`src/ccm_pkg.sv`:
```
// Purpose: constants for the processor clock mode and bus phase timing block
// Assumes: pclk at 125 MHz, registers reached over APB, one word per register
// Notes:   each clock phase is one pclk-rate step when enabled
// Overview of operation
// Every phase of the processor clock, rising or falling, is a usable step for work.
// Bits 7 to 5 of the reset configuration latch choose how the processor clock is made. The code uses only bit 7; bits 6 and 5 are ignored.
// A long hardware reset loads the latch from the upper port zero byte, held by the outside.
// With select bit 7 set the oscillator is halved, each phase one oscillator period.
// With select bit 7 clear the oscillator passes straight through as the processor clock.
// In direct drive two consecutive phases always make exactly one oscillator period.
// The address-latch part is stretched by the extension count, tristate adds 2*(1-bit).
// Waitstates of two phases each are inserted, fifteen minus the cycle-time value of them.
// A bus cycle lasts 6 phases plus twice the extension plus waitstate and tristate time.
// With strobe delay the strobe asserts one phase after the latch strobe falls, else at it. The code adds the extension count to both.
// Software may read but never write the latch; it holds until the next long reset. The code also clears it to 00 on presetn.
package ccm_pkg;
    localparam logic [7:0] CCM_OFS_LATCH  = 8'h00;
    localparam logic [7:0] CCM_OFS_BUSCFG = 8'h04;
    localparam logic [7:0] CCM_OFS_CTRL   = 8'h08;
    localparam logic [7:0] CCM_OFS_STAT   = 8'h0C;
    localparam int         CCM_SEL_MSB    = 7;
    localparam int         CCM_SEL_LSB    = 5;
    localparam logic [7:0] CCM_LATCH_RST  = 8'h00;
    localparam logic [3:0] CCM_MCTC_RST   = 4'hF;
    localparam logic [3:0] CCM_BASE_PH    = 4'h6;
    localparam logic [3:0] CCM_WS_MAX     = 4'hF;
    localparam logic [7:0] CCM_BUSCFG_RST = 8'h2F;
    typedef enum logic [4:0] {
        CCM_IDLE  = 5'h01,
        CCM_ALE   = 5'h02,
        CCM_ADDR  = 5'h04,
        CCM_STRB  = 5'h08,
        CCM_TRI   = 5'h10
    } ccm_state_e;
    function automatic logic [7:0] ccm_word_sel(input logic [7:0] a, input logic [7:0] ofs);
        return {7'h00, a == ofs};
    endfunction
endpackage

```
`src/ccm_bus_seq.sv`:
```
// Purpose: sequence one multiplexed bus cycle in clock phase steps
// Assumes: phase_en marks each phase of the processor clock
// Notes:   length is 6 + 2*ext + 2*(15-mctc) + 2*(1-mttc) phases
`timescale 1ns/1ps
module ccm_bus_seq
    import ccm_pkg::*;
(
    input  wire logic       pclk,
    input  wire logic       presetn,
    input  wire logic       phase_en,
    input  wire logic       start,
    input  wire logic [1:0] ale_ext,
    input  wire logic [3:0] mctc,
    input  wire logic       mttc,
    input  wire logic       rw_delay,
    output logic            ale_r,
    output logic            strobe_r,
    output logic            busy_r,
    output logic [7:0]      last_len_r
);
    ccm_state_e  st_r;
    logic [5:0]  cnt_r;
    logic [7:0]  len_r;
    logic [5:0]  ale_ph;
    logic [5:0]  strb_ph;
    logic [5:0]  tri_ph;

    // Two phases of latch, extended by ext phases
    assign ale_ph  = 6'(2) + 6'(ale_ext);
    // Strobe: 3 base phases plus two per waitstate, minus one if delayed
    assign strb_ph = 6'(3) + 6'({CCM_WS_MAX - mctc, 1'b0}) - 6'(rw_delay);
    // Tristate after strobe: one phase, plus two when the tristate bit is clear
    assign tri_ph  = 6'(1) + 6'({~mttc, 1'b0});

    always_ff @(posedge pclk or negedge presetn) begin
        if (!presetn) begin
            st_r     <= CCM_IDLE;
            cnt_r    <= 6'h00;
            len_r    <= 8'h00;
            ale_r    <= 1'b0;
            strobe_r <= 1'b0;
            busy_r   <= 1'b0;
            last_len_r <= 8'h00;
        end else if (phase_en) begin
            len_r <= busy_r ? len_r + 8'h01 : 8'h01;
            case (st_r)
                CCM_IDLE: begin
                    if (start) begin
                        st_r   <= CCM_ALE;
                        ale_r  <= 1'b1;
                        busy_r <= 1'b1;
                        cnt_r  <= ale_ph - 6'h01;
                    end
                end
                CCM_ALE: begin
                    if (cnt_r == 6'h00) begin
                        ale_r <= 1'b0;
                        if (rw_delay || ale_ext != 2'h0) begin
                            st_r  <= CCM_ADDR;
                            cnt_r <= 6'(ale_ext) + 6'(rw_delay) - 6'h01;
                        end else begin
                            st_r     <= CCM_STRB;
                            strobe_r <= 1'b1;
                            cnt_r    <= strb_ph - 6'h01;
                        end
                    end else begin
                        cnt_r <= cnt_r - 6'h01;
                    end
                end
                CCM_ADDR: begin
                    if (cnt_r == 6'h00) begin
                        st_r     <= CCM_STRB;
                        strobe_r <= 1'b1;
                        cnt_r    <= strb_ph - 6'h01;
                    end else begin
                        cnt_r <= cnt_r - 6'h01;
                    end
                end
                CCM_STRB: begin
                    if (cnt_r == 6'h00) begin
                        st_r     <= CCM_TRI;
                        strobe_r <= 1'b0;
                        cnt_r    <= tri_ph - 6'h01;
                    end else begin
                        cnt_r <= cnt_r - 6'h01;
                    end
                end
                CCM_TRI: begin
                    if (cnt_r == 6'h00) begin
                        st_r       <= CCM_IDLE;
                        busy_r     <= 1'b0;
                        last_len_r <= len_r;
                    end else begin
                        cnt_r <= cnt_r - 6'h01;
                    end
                end
                default: st_r <= CCM_IDLE;
            endcase
        end
    end
endmodule

```
`src/ccm_phase_gen.sv`:
```
// Purpose: make processor clock phase steps from the oscillator input
// Assumes: oscillator already synchronised to pclk
// Notes:   one phase step per oscillator edge (direct) or per period (prescaled)
`timescale 1ns/1ps
module ccm_phase_gen
    import ccm_pkg::*;
(
    input  wire logic pclk,
    input  wire logic presetn,
    input  wire logic osc_sync,
    input  wire logic prescale,
    output logic      cpu_clk_r,
    output logic      phase_en_r
);
    logic osc_d_r;

    always_ff @(posedge pclk or negedge presetn) begin
        if (!presetn) begin
            osc_d_r <= 1'b0;
        end else begin
            osc_d_r <= osc_sync;
        end
    end

    // Direct drive follows each oscillator edge, so duty cycle shapes phases
    // Prescaled toggles on rising edges only: every phase is one full period
    always_ff @(posedge pclk or negedge presetn) begin
        if (!presetn) begin
            cpu_clk_r  <= 1'b0;
            phase_en_r <= 1'b0;
        end else if (prescale) begin
            phase_en_r <= osc_sync & ~osc_d_r;
            if (osc_sync & ~osc_d_r) begin
                cpu_clk_r <= ~cpu_clk_r;
            end
        end else begin
            phase_en_r <= osc_sync ^ osc_d_r;
            cpu_clk_r  <= osc_sync;
        end
    end
endmodule

```
`src/ccm_top.sv`:
```
// Purpose: processor clock mode selection and bus phase timing, with APB registers
// Assumes: long_reset_n marks a long hardware reset from the pins
// Notes:   processor clock is a pclk-domain waveform, phase steps are enables
`timescale 1ns/1ps
module ccm_top
    import ccm_pkg::*;
(
    input  wire logic        pclk,
    input  wire logic        presetn,
    input  wire logic        psel,
    input  wire logic        penable,
    input  wire logic        pwrite,
    input  wire logic [7:0]  paddr,
    input  wire logic [31:0] pwdata,
    output logic [31:0]      prdata,
    output logic             pready,
    output logic             pslverr,
    input  wire logic        oscillator_input,
    input  wire logic [7:0]  upper_port_zero_byte,
    input  wire logic        long_reset_n,
    output logic             cpu_clk,
    output logic             phase_en,
    output logic             ale,
    output logic             rw_strobe
);
    logic [1:0]  osc_s_r;
    logic [1:0]  lrst_s_r;
    logic [7:0]  pins_s1_r;
    logic [7:0]  pins_s2_r;
    logic [7:0]  reset_config_latch_high_r;
    logic [7:0]  buscfg_r;
    logic        start_r;
    logic        busy;
    logic [7:0]  last_len;
    logic        ale_i;
    logic        strb_i;
    logic        cpu_clk_i;
    logic        phase_en_i;
    logic        ale_o_r;
    logic        strb_o_r;
    logic        cpu_o_r;
    logic        ph_o_r;
    logic        wr_en;
    logic        rd_en;
    logic [31:0] rdata_nxt;
    logic        err_nxt;
    logic [7:0]  hit;
    logic [2:0]  clock_source_select;

    always_ff @(posedge pclk or negedge presetn) begin
        if (!presetn) begin
            osc_s_r   <= 2'h0;
            lrst_s_r  <= 2'h0;
            pins_s1_r <= 8'h00;
            pins_s2_r <= 8'h00;
        end else begin
            osc_s_r   <= {osc_s_r[0], oscillator_input};
            lrst_s_r  <= {lrst_s_r[0], long_reset_n};
            pins_s1_r <= upper_port_zero_byte;
            pins_s2_r <= pins_s1_r;
        end
    end

    // Captured while long reset is held; frozen afterwards, bus writes cannot reach it
    always_ff @(posedge pclk or negedge presetn) begin
        if (!presetn) begin
            reset_config_latch_high_r <= CCM_LATCH_RST;
        end else if (!lrst_s_r[1]) begin
            reset_config_latch_high_r <= pins_s2_r;
        end
    end

    assign clock_source_select = reset_config_latch_high_r[CCM_SEL_MSB:CCM_SEL_LSB];

    ccm_phase_gen u_phase (
        .pclk       (pclk),
        .presetn    (presetn),
        .osc_sync   (osc_s_r[1]),
        .prescale   (clock_source_select[2]),
        .cpu_clk_r  (cpu_clk_i),
        .phase_en_r (phase_en_i)
    );

    // Bus config: [1:0] latch extension, [5:2] cycle-time value, [6] tristate, [7] delay
    ccm_bus_seq u_bus (
        .pclk       (pclk),
        .presetn    (presetn),
        .phase_en   (phase_en_i),
        .start      (start_r),
        .ale_ext    (buscfg_r[1:0]),
        .mctc       (buscfg_r[5:2]),
        .mttc       (buscfg_r[6]),
        .rw_delay   (buscfg_r[7]),
        .ale_r      (ale_i),
        .strobe_r   (strb_i),
        .busy_r     (busy),
        .last_len_r (last_len)
    );

    assign wr_en = psel & penable & pwrite;
    assign rd_en = psel & ~penable & ~pwrite;
    assign hit   = {4'h0,
                    |ccm_word_sel(paddr, CCM_OFS_STAT),
                    |ccm_word_sel(paddr, CCM_OFS_CTRL),
                    |ccm_word_sel(paddr, CCM_OFS_BUSCFG),
                    |ccm_word_sel(paddr, CCM_OFS_LATCH)};

    always_ff @(posedge pclk or negedge presetn) begin
        if (!presetn) begin
            buscfg_r <= CCM_BUSCFG_RST;
        end else if (wr_en && hit[1]) begin
            buscfg_r <= pwdata[7:0];
        end
    end

    // Start request stays up until the sequencer takes it on a phase step
    always_ff @(posedge pclk or negedge presetn) begin
        if (!presetn) begin
            start_r <= 1'b0;
        end else if (wr_en && hit[2] && pwdata[0]) begin
            start_r <= 1'b1;
        end else if (phase_en_i && !busy) begin
            start_r <= 1'b0;
        end
    end

    always_comb begin
        rdata_nxt = 32'h0000_0000;
        err_nxt   = 1'b0;
        case (1'b1)
            hit[0]:  rdata_nxt = {24'h00_0000, reset_config_latch_high_r};
            hit[1]:  rdata_nxt = {24'h00_0000, buscfg_r};
            hit[2]:  rdata_nxt = {31'h0000_0000, start_r};
            hit[3]:  rdata_nxt = {16'h0000, last_len, 7'h00, busy};
            default: err_nxt   = 1'b1;
        endcase
        if (pwrite && hit[0]) begin
            err_nxt = 1'b1;
        end
    end

    // No wait state: data registered in setup, answered in the first access cycle
    always_ff @(posedge pclk or negedge presetn) begin
        if (!presetn) begin
            prdata  <= 32'h0000_0000;
            pready  <= 1'b0;
            pslverr <= 1'b0;
        end else begin
            pready  <= psel & ~penable;
            pslverr <= psel & ~penable & err_nxt;
            if (rd_en) begin
                prdata <= rdata_nxt;
            end
        end
    end

    always_ff @(posedge pclk or negedge presetn) begin
        if (!presetn) begin
            cpu_o_r  <= 1'b0;
            ph_o_r   <= 1'b0;
            ale_o_r  <= 1'b0;
            strb_o_r <= 1'b0;
        end else begin
            cpu_o_r  <= cpu_clk_i;
            ph_o_r   <= phase_en_i;
            ale_o_r  <= ale_i;
            strb_o_r <= strb_i;
        end
    end

    assign cpu_clk   = cpu_o_r;
    assign phase_en  = ph_o_r;
    assign ale       = ale_o_r;
    assign rw_strobe = strb_o_r;
endmodule

```
`config.mk`:
```
export PLATFORM = sky130hd
export DESIGN_NAME = ccm_top
export DESIGN_NICKNAME = d
export VERILOG_FILES = /design/src/ccm_pkg.sv /design/src/ccm_bus_seq.sv /design/src/ccm_phase_gen.sv /design/src/ccm_top.sv
export SDC_FILE = /design/constraint.sdc
export NUM_CORES = 1
export LEC_CHECK = 0
export ABC_AREA = 1
export BUFFER_PORTS_ARGS = -buffer_cell sky130_fd_sc_hd__clkbuf_2
export CELL_PAD_IN_SITES_DETAIL_PLACEMENT = 0
export CELL_PAD_IN_SITES_GLOBAL_PLACEMENT = 2
export CORE_MARGIN = 3
export CORE_UTILIZATION = 32
export DETAILED_ROUTE_END_ITERATION = 7
export PLACE_DENSITY = 0.8
export SYNTH_ARGS = -nofsm -noshare
export SYNTH_HDL_FRONTEND = slang
export SYNTH_SLANG_ARGS = --single-unit
```
`constraint.sdc`:
```
create_clock -name pclk -period 2.65 [get_ports pclk]
set_input_delay 0.265 -clock pclk [delete_from_list [all_inputs] [get_ports pclk]]
set_output_delay 0.265 -clock pclk [all_outputs]
set_load 0.02 [all_outputs]
```
==> impl_metrics.toml, run 1 <==
[timing]
hold_ws_ns = 0.02681
setup_viol = 0
rsz0062_at_grt = "no"
skew_ns = 0.005964
tns_ns = 0
slew_viol_final = 0
worst_slew_pin_slew_ns = 0.5366
timing.final.ws_setup_ns = 0.4833
fin_crit_ns = 2.167
timing.final.crit_share = 0.8176
max_slew_margin = 0.6423
max_freq_mhz = 461.5
final-hold-violation-count = 0

[worst_hold_path]
hp-class = "in2reg"

[power]
p_per_area_mw_per_mm2 = 788.3
peakVddDrop_uv = 321.5
total_power_mw = 4.071
p_leak_nw = 2.741

[finish]
nNetsFinal = 643
layout.cells.most_common = "nand2_1"
final_cell_mix = "nand2_1, dfrtp_1, inv_1"
syn_to_final_growth_pct = 16.48
fin_util = 0.3853
drive_gt1_frac = 0.1927
n_antenna_cell = 0

[synth]
synth.distinct_cells = 35
syn-cell-area_mm2 = 0.004433
synth_area_per_cell_um2 = 8.658
synth_seq_area_share = 0.5210
syn_inst = 512
ys_ff_latch = 92
yosys_warnings = 0

[critical_path]
cp_max_fo = 5
cp-end-kind = "flop"
critical_path_required_ns = 2.88
crit_type = "reg2reg"
cpPeakStageDelay_ns = 0.57
worstPathArrival_ns = 2.40
crit_chain = "ha_1, inv_1, ha_1, inv_1, ha_1, ha_1, o21ai_0, nand2_1, nand2_1, a21oi_1, nand2_1, nand2_1, nand2_1"
critPathSlowestCell = "dfstp_2"
cp-start-kind = "flop"
crit_top_cell = "nand2_1"
crit_family = "adder cells"
crit_buf_inv = 2

[job]
cap_violations = 0

[floorplanning]
io_pins = 93
core_area_mm2 = 0.01340
fp-row-count = 42
start_util = 0.3308
fp.dieArea_mm2 = 0.01530
dieHeight_um = 123.7
die_w_um = 123.7

[placement]
dp_hpwl_um = 6894
place_ws_ns = 0.4911
io_buffers = 52
globalplace.congestion = 0.8284

[drt]
drtIter0Drc = 143
ant_nets = 0
drcViolationCount = 0
wl_per_cell_um = 12.31
wl_um = 9255
avgViaCountPerCell = 4.330
dr.pass1.iters = 4
vias = 3256

[clocking]
tritoncts = "built"
clock_path_buffers = 2
cts_htree_levels = 3
clk_latency_ns = 0.34
clock_sinks = 92
cts_root_buf = "clkbuf_16"
clkTransAtPathRegs_ns = 0.07
post_cts_buffers = 0
cts_buffers = 9

[grt]
grt_max_degree = 43
grt-ovfl-total = 0
grt_pass1_wl_um = 15640
grt_usage = 0.1310
grt_pass1_vias = 3157
antenna_found_initial = 0

[outcome]
status = "completed"
[cell usage after synthesis (all sizes together)]
cell type / n / area (um^2)
clkbuf: 2 / 7.510
o21ai: 33 / 172.7
nor3: 7 / 40.04
dfstp: 6 / 157.7
dfrtp: 86 / 2152
nor2: 47 / 226.5
conb: 1 / 3.750
nand4: 5 / 31.28
mux2: 2 / 22.52
ha: 17 / 212.7
xor2: 3 / 26.28
buf: 21 / 153.9
o22ai: 8 / 50.05
nand3: 33 / 190.2
o31ai: 2 / 15.01
or2: 3 / 18.78
xnor2: 1 / 8.760
inv: 72 / 270.3
a21oi: 23 / 122.6
nand2: 140 / 550.5
[area by class of cell]
class                      instances  area [um^2]
clock buffer                       9        225.2
clock inverter                     7        82.58
fill                            1367         8237
inverter                          72        270.3
multi-input combinational        340         1748
sequential                        92         2310
tap                              176        220.2
timing repair buffer              56        307.8
[through the flow]
stage	instances	cell area, um^2
after global placement	735	4846
final	752	5164
after floorplan	527	4489
after detailed placement	735	4846
after global routing	752	5164
after CTS	752	5164
[path summary, 6_finish.rpt]
kind | startpoint | endpoint | slack [ns] | cells after the start
max | buscfg_r[0]$_DFFE_PN1P_ | u_bus.cnt_r[2]$_DFFE_PN0P_ | 0.48 | 13
min | upper_port_zero_byte[2] | pins_s1_r[2]$_DFF_PN0_ | 0.03 | 1
max reg2reg | buscfg_r[0]$_DFFE_PN1P_ | u_bus.cnt_r[2]$_DFFE_PN0P_ | 0.48 | 13
min reg2reg | pins_s1_r[1]$_DFF_PN0_ | pins_s2_r[1]$_DFF_PN0_ | 0.35 | 0
max in group asynchronous | presetn | u_bus.st_r[0]$_DFFE_PN1P_ | 1.55 | 3
min in group asynchronous | presetn | prdata[15]$_DFFE_PN0P_ | 0.45 | 2
[state kept, by name (all words and copies together) (netlist names), 2 cells and up]
signal	count
prdata	16
buscfg_r	8
pins_s1_r	8
pins_s2_r	8
reset_config_latch_high_r	8
u_bus.last_len_r	8
u_bus.len_r	8
u_bus.cnt_r	6
u_bus.st_r	5
lrst_s_r	2
osc_s_r	2
[report_power, final]
group / internal (mW) / total (mW) / switching (mW)
clock network: 0.748 / 1.32 / 0.572
logic: 0.340 / 1.05 / 0.715
registers: 1.57 / 1.70 / 0.126
[repair_timing]
| item | 4_1_cts | 5_1_grt |
|---|---|---|
| hold buffers | 1 | 0 |
| gates resized for setup | 0 | 0 |
| endpoints found under the hold margin | 35 | 0 |
[layer usage]
metal / share of wire / track usage / wire (um)
met1: 0.50 / 0.1825 / 4638
met2: 0.45 / 0.1994 / 4175
met3: 0.034 / 0.02498 / 311
met4: 0.014 / 0.05606 / 129
met5: 0 / 0 / 0
[logic make-up after synthesis]
logic type	synth area share
muxes	0.005080
other	0.0008459
xor gates and xnor gates	0.007904
AOI/OAI and AO/OA	0.08129
buffers and inverters	0.09737
and+or+nand+nor	0.2385
DFF	0.5210
adders and majority gates	0.04798
(Power assumes the default switching activity.)
==> run 2: changes to the inputs <==
--- a/config.mk
+++ b/config.mk
@@ -10,9 +10,9 @@
 export CELL_PAD_IN_SITES_DETAIL_PLACEMENT = 0
 export CELL_PAD_IN_SITES_GLOBAL_PLACEMENT = 2
 export CORE_MARGIN = 3
-export CORE_UTILIZATION = 32
+export CORE_UTILIZATION = 29
 export DETAILED_ROUTE_END_ITERATION = 7
-export PLACE_DENSITY = 0.8
+export PLACE_DENSITY = 0.76
 export SYNTH_ARGS = -nofsm -noshare
 export SYNTH_HDL_FRONTEND = slang
 export SYNTH_SLANG_ARGS = --single-unit
==> constraint.sdc (replaced) <==
create_clock -name pclk -period 1.85 [get_ports pclk]
set_input_delay 0.185 -clock pclk [delete_from_list [all_inputs] [get_ports pclk]]
set_output_delay 0.185 -clock pclk [all_outputs]
set_load 0.02 [all_outputs]
==> impl_metrics.toml, run 2 (synthesis gave the netlist of run 1 again) <==
[worst_hold_path]
hold_end = "pready$_DFF_PN0_"
hp-start = "penable"
hp-class = "in2reg"
hold_depth = 2

[drt]
vias = 3444
drcViolationCount = 0
drtIter0Drc = 215
wl_per_cell_um = 12.68
wl_um = 9967
ant_nets = 0
avgViaCountPerCell = 4.382
dr.pass1.iters = 4

[timing]
final-hold-violation-count = 0
fin_crit_ns = 1.942
tns_ns = -0.1550
max_freq_mhz = 515.0
slew_viol_final = 0
hold_ws_ns = 0.03213
rsz0062_at_grt = "yes"
timing.final.crit_share = 1.050
timing.final.ws_setup_ns = -0.09175
skew_ns = 0.01051
setup_viol = 2

[power]
p_per_area_mw_per_mm2 = 1076
p_leak_nw = 2.855
power_frac_clock = 0.306
pwr-share-seq = 0.408
intPower_mw = 3.824
peakVddDrop_uv = 650.2
combPwrFrac = 0.285
switching_share = 0.3554
p_sw_mw = 2.108

[finish]
final_cell_mix = "nand2_1, dfrtp_1, inv_1"
largest_reg_flops = 16
nNetsFinal = 669
n_antenna_cell = 0
regMostFlops = "prdata"
layout.cells.most_common = "nand2_1"
design_area_mm2 = 0.005512
drive_gt1_frac = 0.2492
syn_to_final_growth_pct = 24.33

[grt]
grt_pass1_vias = 3331
grt_max_degree = 77
antenna_found_initial = 0
grt_usage = 0.1254
grt_pass1_wl_um = 16620
grt-ovfl-total = 0

[floorplanning]
die_w_um = 129.6
fp.dieArea_mm2 = 0.01681
fp-row-count = 44
io_pins = 93
core_area_mm2 = 0.01475
start_util = 0.3005
dieHeight_um = 129.6

[critical_path]
cpPeakStageDelay_ns = 0.56
critPathSlowestCell = "dfstp_2"
reg2reg_to = "u_bus.cnt_r[2]$_DFFE_PN0P_"
crit_family = "adder cells"
r2r-start = "buscfg_r[0]$_DFFE_PN1P_"
crit_top_cell = "nand2_1"
cp-end-kind = "flop"
rr_worst_depth = 13
crit_chain = "ha_4, inv_2, ha_4, inv_4, ha_4, ha_4, o21ai_2, nand2_1, nand2_1, a21oi_2, nand2_1, nand2_1, nand2_1"
r2r_slack_ns = -0.09
critical_path_required_ns = 2.09
crit_buf_inv = 2
crit_type = "reg2reg"
cp-start-kind = "flop"
worstPathArrival_ns = 2.18
cp_max_fo = 2

[clocking]
cts_htree_levels = 3
cts_root_buf = "clkbuf_16"
clkTransAtPathRegs_ns = 0.07
clock_sinks = 92
clock_path_buffers = 2
tritoncts = "built"
cts_buffers = 9
clk_latency_ns = 0.35

[job]
cap_violations = 0

[placement]
dp_hpwl_um = 7357
placed_area_mm2 = 0.004976
io_buffers = 52
globalplace.congestion = 0.7554
place_ws_ns = -0.1384

[outcome]
status = "finished with violations"
violations = "negative setup slack"
run 2: final cells by class:
class                   instances  area, um^2
repair buffers                 82       531.8
clock buffers                  10       239.0
flip-flops and latches         92        2310
well taps                     184       230.2
multi-input cells             340        1871
inverters                      72       276.5
fillers                      1503        9243
clock inverters                 6       53.80
run 2: worst max path at each step:
stage,startpoint,endpoint,slack (ns),depth (start not counted)
2_1_floorplan,buscfg_r[0]$_DFFE_PN1P_,u_bus.cnt_r[2]$_DFFE_PN0P_,-0.07,13
3_3_place_gp,buscfg_r[0]$_DFFE_PN1P_,u_bus.cnt_r[2]$_DFFE_PN0P_,-0.12,13
5_1_grt,buscfg_r[0]$_DFFE_PN1P_,u_bus.cnt_r[2]$_DFFE_PN0P_,-0.21,13
3_5_place_dp,buscfg_r[0]$_DFFE_PN1P_,u_bus.cnt_r[2]$_DFFE_PN0P_,-0.14,13
4_1_cts,buscfg_r[0]$_DFFE_PN1P_,u_bus.cnt_r[2]$_DFFE_PN0P_,-0.10,13
6_report,buscfg_r[0]$_DFFE_PN1P_,u_bus.cnt_r[2]$_DFFE_PN0P_,-0.09,13
run 2: power groups by stage:
stage | registers [mW] | clock network, mW | logic [mW]
2_1_floorplan | 2.44 | 0 | 1.19
3_3_place_gp | 2.45 | 0 | 1.64
3_5_place_dp | 2.46 | 0 | 1.65
4_1_cts | 2.42 | 1.87 | 1.69
5_1_grt | 2.46 | 1.96 | 1.92
6_report | 2.42 | 1.82 | 1.69
run 2: what timing repair did:
item	4_1_cts	5_1_grt
setup buffers	1	4
cloned	0	0
pin swaps	7	10
setup endpoints to repair	4	9
endpoints found under the hold margin	26	0
gates resized for setup	3	20
hold buffers	11	0
run 2: through the flow:
step / total power, mW / util / cells
finish: 5.932 / 0.3736 / 786
global placement: 4.098 / 0.3373 / 754
CTS: 5.985 / 0.3664 / 782
global route: 6.334 / 0.3736 / 786
detailed placement: 4.115 / 0.3373 / 754
floorplan: 3.633 / - / 527
run 2: layer usage:
metal,global-route usage,part of all wire
met1,0.1685,0.48
met4,0.04279,0.014
met3,0.03256,0.037
met2,0.1971,0.47
met5,0,0
